`src/pkg/sfd_pkg.sv`:
```
/*
  Package for the register address decoder: register offsets, reset values,
  field positions, page geometry and the target enumeration.
  Assumes a single system clock and an 8-bit direct register address.
*/
package sfd_pkg;
  localparam logic [7:0] SFR_LO = 8'h80;
  localparam logic [7:0] SYSTEM_CONTROL_0_ADDR = 8'h8f;
  localparam logic [7:0] PORT_PAGE_ADDR = 8'hb2;
  localparam logic [7:0] SYS_PAGE_ADDR = 8'hbf;
  // standard-area system register window below the system page register
  localparam logic [7:0] SYS_RANGE_LO = 8'hb3;
  localparam logic [7:0] SYS_RANGE_HI = 8'hbe;
  localparam logic [7:0] SYSTEM_CONTROL_0_RESET = 8'h04;
  localparam logic [7:0] PAGE_REG_RESET = 8'h00;
  localparam int AREA_BIT = 0;
  localparam int IMODE_BIT = 4;
  localparam int ONE_BIT = 2;
  localparam int PAGE_W = 3;
  localparam int SLOT_LSB = 4;
  localparam int OP_LSB = 6;
  localparam int N_SLOTS = 4;
  // page geometry is set per module; both modules have 4 pages
  localparam logic [2:0] SYS_PAGES = 3'h4;
  localparam logic [2:0] PORT_PAGES = 3'h4;
  // page_operation codes
  localparam logic [1:0] OP_NONE = 2'h0;
  localparam logic [1:0] OP_NONE2 = 2'h1;
  localparam logic [1:0] OP_STORE = 2'h2;
  localparam logic [1:0] OP_RESTORE = 2'h3;
  typedef enum logic [2:0] {
    TGT_NONE, TGT_LOCAL, TGT_SYSCTL, TGT_WATCHDOG, TGT_PORT, TGT_DEBUG, TGT_OTHER
  } sfd_target_type;
endpackage

```
`src/pkg/sfd_page_if.sv`:
```
/*
  Interface carrying a page register's write request and selected page
  between the decoder top and its page register modules.
  Assumes the top drives writes and reads back the current value.
*/
`timescale 1ns/1ps
interface sfd_page_if;
  logic wr;
  logic [7:0] wdata;
  logic [7:0] rdata;
  logic [2:0] page;
  modport ctl (output wr, output wdata, input rdata, input page);
  modport reg_side (input wr, input wdata, output rdata, output page);
endinterface

```
`src/design/sfd_decoder.sv`:
```
/*
  Direct register address decoder: area select, system and port page
  registers, and one-hot routing of each access outside these local registers to its target.
  Assumes the core presents address, read and write strobes in one cycle
  and that peripherals return read data in that same cycle.
*/
// Overview of operation
// bit 0 of system control selects standard (0) or mapped (1) area
// system control bit 2 reads as one always
// system control bits 7..5, 3, 1 read as zero always
// software changes area select only by read-modify-write AND or OR
// paged peripherals take their page from their own page register
// software sets page and area select before paged accesses
// each module has its own page count and page size
// system control at 8F, decoded in both areas, resets to 04
// other system registers only in standard area, paged by BF
// watchdog registers decode only in mapped area
// port registers only in standard area, paged by B2
// debug registers decode only in mapped area
// register space is direct addresses 80 to FF
// hardware never clears area select by itself
// each access routes to exactly one target in the same cycle
`timescale 1ns/1ps
module sfd_decoder (
  input wire logic i_mclk,
  input wire logic i_rst_n,
  input wire logic [7:0] i_addr,
  input wire logic i_rd,
  input wire logic i_wr,
  input wire logic [7:0] i_wdata,
  input wire logic [7:0] i_periph_rdata,
  input wire logic i_wdt_hit,
  input wire logic i_dbg_hit,
  input wire logic i_other_hit,
  output logic [7:0] o_rdata,
  output logic o_area_select,
  output logic o_imode,
  output logic [2:0] o_sys_page,
  output logic [2:0] o_port_page,
  output logic o_sel_sysctl,
  output logic o_sel_watchdog,
  output logic o_sel_port,
  output logic o_sel_debug,
  output logic o_sel_other,
  output logic o_sel_none,
  output logic o_periph_rd,
  output logic o_periph_wr
);
  logic area_r;
  logic imode_r;
  logic in_space;
  logic hit_sc0;
  logic hit_syspg;
  logic hit_portpg;
  logic local_hit;
  logic [7:0] sc0_value;
  logic in_sys_range;
  logic [7:0] rd_mux;
  sfd_pkg::sfd_target_type target;
  sfd_page_if sys_pg ();
  sfd_page_if port_pg ();

  function automatic logic is_at(input logic [7:0] a, input logic [7:0] ref_a);
    return a == ref_a;
  endfunction

  assign in_space = i_addr >= sfd_pkg::SFR_LO;
  assign hit_sc0 = is_at(i_addr, sfd_pkg::SYSTEM_CONTROL_0_ADDR);
  assign hit_syspg = !area_r && is_at(i_addr, sfd_pkg::SYS_PAGE_ADDR);
  assign hit_portpg = !area_r && is_at(i_addr, sfd_pkg::PORT_PAGE_ADDR);
  assign local_hit = hit_sc0 || hit_syspg || hit_portpg;

  // constant bits are forced, never stored
  assign sc0_value = {3'h0, imode_r, 1'b0, 1'b1, 1'b0, area_r};

  assign in_sys_range = i_addr >= sfd_pkg::SYS_RANGE_LO && i_addr <= sfd_pkg::SYS_RANGE_HI;

  // priority gives one target only; watchdog wins an overlap at BB..BF mapped
  assign target = !in_space ? sfd_pkg::TGT_NONE :
                  local_hit ? sfd_pkg::TGT_LOCAL :
                  (area_r && i_wdt_hit) ? sfd_pkg::TGT_WATCHDOG :
                  (area_r && i_dbg_hit) ? sfd_pkg::TGT_DEBUG :
                  area_r ? sfd_pkg::TGT_NONE :
                  i_other_hit ? sfd_pkg::TGT_OTHER :
                  in_sys_range ? sfd_pkg::TGT_SYSCTL :
                  sfd_pkg::TGT_PORT;

  assign o_sel_sysctl = target == sfd_pkg::TGT_SYSCTL;
  assign o_sel_watchdog = target == sfd_pkg::TGT_WATCHDOG;
  assign o_sel_port = target == sfd_pkg::TGT_PORT;
  assign o_sel_debug = target == sfd_pkg::TGT_DEBUG;
  assign o_sel_other = target == sfd_pkg::TGT_OTHER;
  assign o_sel_none = target == sfd_pkg::TGT_NONE;
  assign o_periph_rd = i_rd && !local_hit && in_space;
  assign o_periph_wr = i_wr && !local_hit && in_space;

  // pages come from each module's own register
  assign sys_pg.wr = i_wr && hit_syspg;
  assign sys_pg.wdata = i_wdata;
  assign port_pg.wr = i_wr && hit_portpg;
  assign port_pg.wdata = i_wdata;
  assign o_sys_page = sys_pg.page;
  assign o_port_page = port_pg.page;
  assign o_area_select = area_r;
  assign o_imode = imode_r;

  sfd_page_reg #(.NUM_PAGES(sfd_pkg::SYS_PAGES)) u_sys_page (
    .i_mclk(i_mclk),
    .i_rst_n(i_rst_n),
    .pg(sys_pg)
  );
  sfd_page_reg #(.NUM_PAGES(sfd_pkg::PORT_PAGES)) u_port_page (
    .i_mclk(i_mclk),
    .i_rst_n(i_rst_n),
    .pg(port_pg)
  );

  assign rd_mux = hit_sc0 ? sc0_value : hit_syspg ? sys_pg.rdata :
                  hit_portpg ? port_pg.rdata :
                  (target != sfd_pkg::TGT_NONE) ? i_periph_rdata : 8'h00;

  // read data registered at the edge that takes the read strobe, held until the next read
  always_ff @(posedge i_mclk or negedge i_rst_n) begin
    if (!i_rst_n) begin
      o_rdata <= 8'h00;
    end else if (i_rd) begin
      o_rdata <= rd_mux;
    end
  end

  // only a write to 8F changes area select
  always_ff @(posedge i_mclk or negedge i_rst_n) begin
    if (!i_rst_n) begin
      area_r <= sfd_pkg::SYSTEM_CONTROL_0_RESET[sfd_pkg::AREA_BIT];
      imode_r <= sfd_pkg::SYSTEM_CONTROL_0_RESET[sfd_pkg::IMODE_BIT];
    end else if (i_wr && hit_sc0) begin
      area_r <= i_wdata[sfd_pkg::AREA_BIT];
      imode_r <= i_wdata[sfd_pkg::IMODE_BIT];
    end
  end
endmodule

```
`src/design/sfd_page_reg.sv`:
```
/*
  Module page register with page field, store slot and store/restore
  operation. Small slot memory holds saved pages.
  Assumes writes come as single-cycle strobes on the system clock.
*/
`timescale 1ns/1ps
module sfd_page_reg #(
  parameter logic [2:0] NUM_PAGES = 3'h4
) (
  input wire logic i_mclk,
  input wire logic i_rst_n,
  sfd_page_if.reg_side pg
);
  logic [2:0] page_r;
  logic [2:0] store_r [sfd_pkg::N_SLOTS];
  logic [1:0] op;
  logic [1:0] slot;
  logic [2:0] wpage;
  logic [2:0] page_nxt;

  assign op = pg.wdata[sfd_pkg::OP_LSB +: 2];
  assign slot = pg.wdata[sfd_pkg::SLOT_LSB +: 2];
  // pages beyond this module's count are clipped to its last page
  assign wpage = (pg.wdata[2:0] >= NUM_PAGES) ? NUM_PAGES - 3'h1 : pg.wdata[2:0];
  assign page_nxt = (op == sfd_pkg::OP_RESTORE) ? store_r[slot] : wpage;
  assign pg.page = page_r;
  assign pg.rdata = {4'h0, 1'b0, page_r};

  always_ff @(posedge i_mclk or negedge i_rst_n) begin
    if (!i_rst_n) begin
      page_r <= sfd_pkg::PAGE_REG_RESET[2:0];
    end else if (pg.wr) begin
      page_r <= page_nxt;
    end
  end

  // saved pages hold no control meaning, so no reset is needed
  always_ff @(posedge i_mclk) begin
    if (pg.wr && op == sfd_pkg::OP_STORE) begin
      store_r[slot] <= page_r;
    end
  end
endmodule

```
`config.mk`:
```
export PLATFORM = sky130hd
export DESIGN_NAME = sfd_decoder
export DESIGN_NICKNAME = d
export VERILOG_FILES = /design/src/pkg/sfd_pkg.sv /design/src/pkg/sfd_page_if.sv /design/src/design/sfd_decoder.sv /design/src/design/sfd_page_reg.sv
export SDC_FILE = /design/constraint.sdc
export NUM_CORES = 1
export LEC_CHECK = 0
export BUFFER_PORTS_ARGS = -buffer_cell sky130_fd_sc_hd__buf_2
export CORE_ASPECT_RATIO = 0.8
export CORE_MARGIN = 2
export CORE_UTILIZATION = 55
export DETAILED_ROUTE_END_ITERATION = 10
export PLACE_DENSITY = 0.82
export RECOVER_POWER = 25
export SETUP_SLACK_MARGIN = 0.3
export SLEW_MARGIN = 15
export SYNTH_ARGS = -nofsm -noshare
export SYNTH_HDL_FRONTEND = slang
export SYNTH_SLANG_ARGS = --single-unit
```
`constraint.sdc`:
```
create_clock -name i_mclk -period 4.5 [get_ports i_mclk]
set_input_delay 0.9 -clock i_mclk [delete_from_list [all_inputs] [get_ports i_mclk]]
set_output_delay 0.9 -clock i_mclk [all_outputs]
set_load 0.02 [all_outputs]
```
==> run metrics <==
H-tree levels=2; cells after synthesis=151; Int Pwr=0.549 mW; Fin Setup TNS=0 ns; synth top area cells=edfxtp_1 (37%), dfrtp_1 (20%), mux4_2 (6.9%), nor2_1 (3.2%), mux2_2 (2.3%); Final setup viols=0; number of I/O pins=55; highest ir drop seen on vdd=0.237 mV; Fin. Hold Viols=0; CP Launch Type=input pin; HPWL after DPL=3440 microns; Syn Area/Cell=13.0 sq um; Clk pwr share=0.302; crit path buf inv count=2; total power per unit cell area=316 mW/mm^2; antenna cells=0; slowest CP cell=a211oi_4; critical path class=input pin to output pin; Final Worst Setup Slack=1.32 ns; register bit total from synthesis=40; Resized Gates After CTS=0; Clock Skews=0.00653 ns; met3 Track Usage GR=0.0618; top cell type's share of synthesized area=0.366; 1st-iter DRT viols=141; crit path time final=3.18 ns; final core utilization=0.679; gpl congestion=0.880; remaining global-route overflow=0; Area growth syn-to-layout=18.1%; Netlist cell types=45; Combinational Power Share=0.139; Die ar.=0.00408 sq mm; sequential cell area fraction in the yosys report=0.570; clock buffer depth=2; nets@finish=236; clk sinks=40; FMAX=314 MHz; Initial Utilization=0.575; Max Slew Vio Count=0; delay-heaviest family, CP=simple AND/OR/NAND/NOR gates; RSZ-0062 raised after global routing=false; WP data arrival=2.28 ns; CTS Hold Buffers Added=0; Total Wirelength=4470 microns; LEAKAGE=1.01 nW; Vias=1,495; crit-path cells=buf_2 -> or2_4 -> a211oi_4 -> nor3_2 -> and4b_1 -> buf_2; M2 GR Usage=0.393; Die X=70.9 microns; Max-Slew Margin vs Limit=0.386; Final ANT Viol Nets=0; final cell count without fillers=248; switch share=0.252; Crit path required time=3.60 ns; Power Total=0.734 mW; Reg clk slew, reported paths=0.07 ns; CTS tree=yes; Reg power frac=0.559; Mapped Nets=182; WL per Instance=18.0 microns; async set-reset flop share out of synthesis=0.400; Max Cap Viol=0; Fill cells=283; CTS Buf Count=5; Site Rows=19; top_reg_cell synth=edfxtp_1; Place WS=1.34 ns; vias in the first global route=1,479; Vias/cell=6.03; antenna violations before repair=0; die height=57.5 microns; DRC violations left=0; IO buf count=53; Yosys top cell by area=edfxtp_1; Post-Place Cells=240; worst stage delay on the critical path=0.44 ns; Clock Latency Late Sink=0.29 ns; switching power=0.185 mW; status=finished clean; most frequent cells in the layout=buf_2 (52), edfxtp_1 (24), nor2_1 (17), dfrtp_1 (16), nand2_1 (11); number of synthesized flops with an enable pin=24; Post-Syn Area=0.00197 sq mm; fin crit share=0.707; most frequent CP cell=buf_2; 1st-pass router iterations=4; postcts setup bufs=0; root buffer cell=clkbuf_8; Synth Warn #=0; core area=0.00342 sq mm; met1 usage=0.320; share of cells above drive strength 1=0.369; worst hold path type=flip-flop to flip-flop; first-pass GRT wire length=7310 microns; GRT busiest layer=met2; largest net degree at the start of global routing=17; measured slew at the worst slew-check pin=0.922 ns; commonest non-fill, non-tap cell in the layout=buf_2; gr usage total=0.240; CP Capture Type=output pin; crit-path max FO=6
[registers in the layout, indices dropped and copies added, names as in the netlist]
signal               flops
u_port_page.store_r     12
u_sys_page.store_r      12
o_rdata                  8
u_port_page.pg.page      3
u_sys_page.pg.page       3
o_area_select            1
o_imode                  1
[final cells by class]
cell class                 count  area [sq um]  area share
tap                           42          52.6      0.0226
inverter                       3          11.3     0.00485
multi-input combinational    102           795       0.342
clock buffer                   7          76.3      0.0328
timing repair buffer          53           264       0.114
clock inverter                 1          3.75     0.00162
sequential                    40          1120       0.483
[cell families after synthesis]
family | after synthesis | synth area share
and+or+nand+nor | 58 | 0.176
AOI/OAI and AO/OA | 31 | 0.121
DFF | 40 | 0.570
buffers and inverters | 9 | 0.0267
muxes | 12 | 0.102
xor gates and xnor gates | 1 | 0.00445
[path summary, 6_finish.rpt]
path | start | to | slack (ns) | cells past startpoint
setup / recovery | i_addr[4] | o_sel_debug | 1.32 | 6
hold / removal | o_rdata[5] | o_rdata[5] | 0.49 | 1
setup reg to reg | o_area_select | u_port_page.store_r[0][1] | 2.34 | 4
hold reg to reg | o_rdata[5] | o_rdata[5] | 0.49 | 1
max in group asynchronous | i_rst_n | o_imode | 3.21 | 1
min in group asynchronous | i_rst_n | o_rdata[0] | 0.72 | 1
[per-layer routing]
metal	vias up	wire length [microns]
li1	698	-
met3	9	316
met4	0	57
met5	-	0
met2	58	2250
met1	730	1850
[synthesized netlist by cell type (all sizes together) (2+ instances only)]
| cell type | instances |
|---|---|
| a211oi | 3 |
| a21oi | 6 |
| a31o | 2 |
| a31oi | 2 |
| a32o | 4 |
| a41o | 2 |
| and3 | 2 |
| and3b | 4 |
| buf | 3 |
| clkbuf | 3 |
| dfrtp | 16 |
| edfxtp | 24 |
| inv | 3 |
| mux2 | 5 |
| mux4 | 6 |
| nand2 | 11 |
| nand2b | 2 |
| nand3 | 5 |
| nand3b | 3 |
| nor2 | 17 |
| nor3 | 5 |
| nor4 | 2 |
| o211ai | 3 |
| o21ai | 5 |
[power groups by stage]
stage          Clock (mW)  Sequential [mW]  Combinational, mW
6_report            0.221            0.411              0.102
5_1_grt             0.239            0.413              0.111
4_1_cts             0.226            0.411              0.102
3_5_place_dp            0            0.418              0.101
3_3_place_gp            0            0.417             0.0987
2_1_floorplan           0            0.427             0.0485
[stage by stage]
step / cell area, sq um / hold WS (ns)
2_1_floorplan: 1970 / 0.604
3_5_place_dp: 2240 / 0.476
5_1_grt: 2320 / 0.506
3_3_place_gp: 2240 / 0.472
6_report: 2320 / 0.493
4_1_cts: 2320 / 0.493
Note: power is estimated with default switching activity, not from simulation.
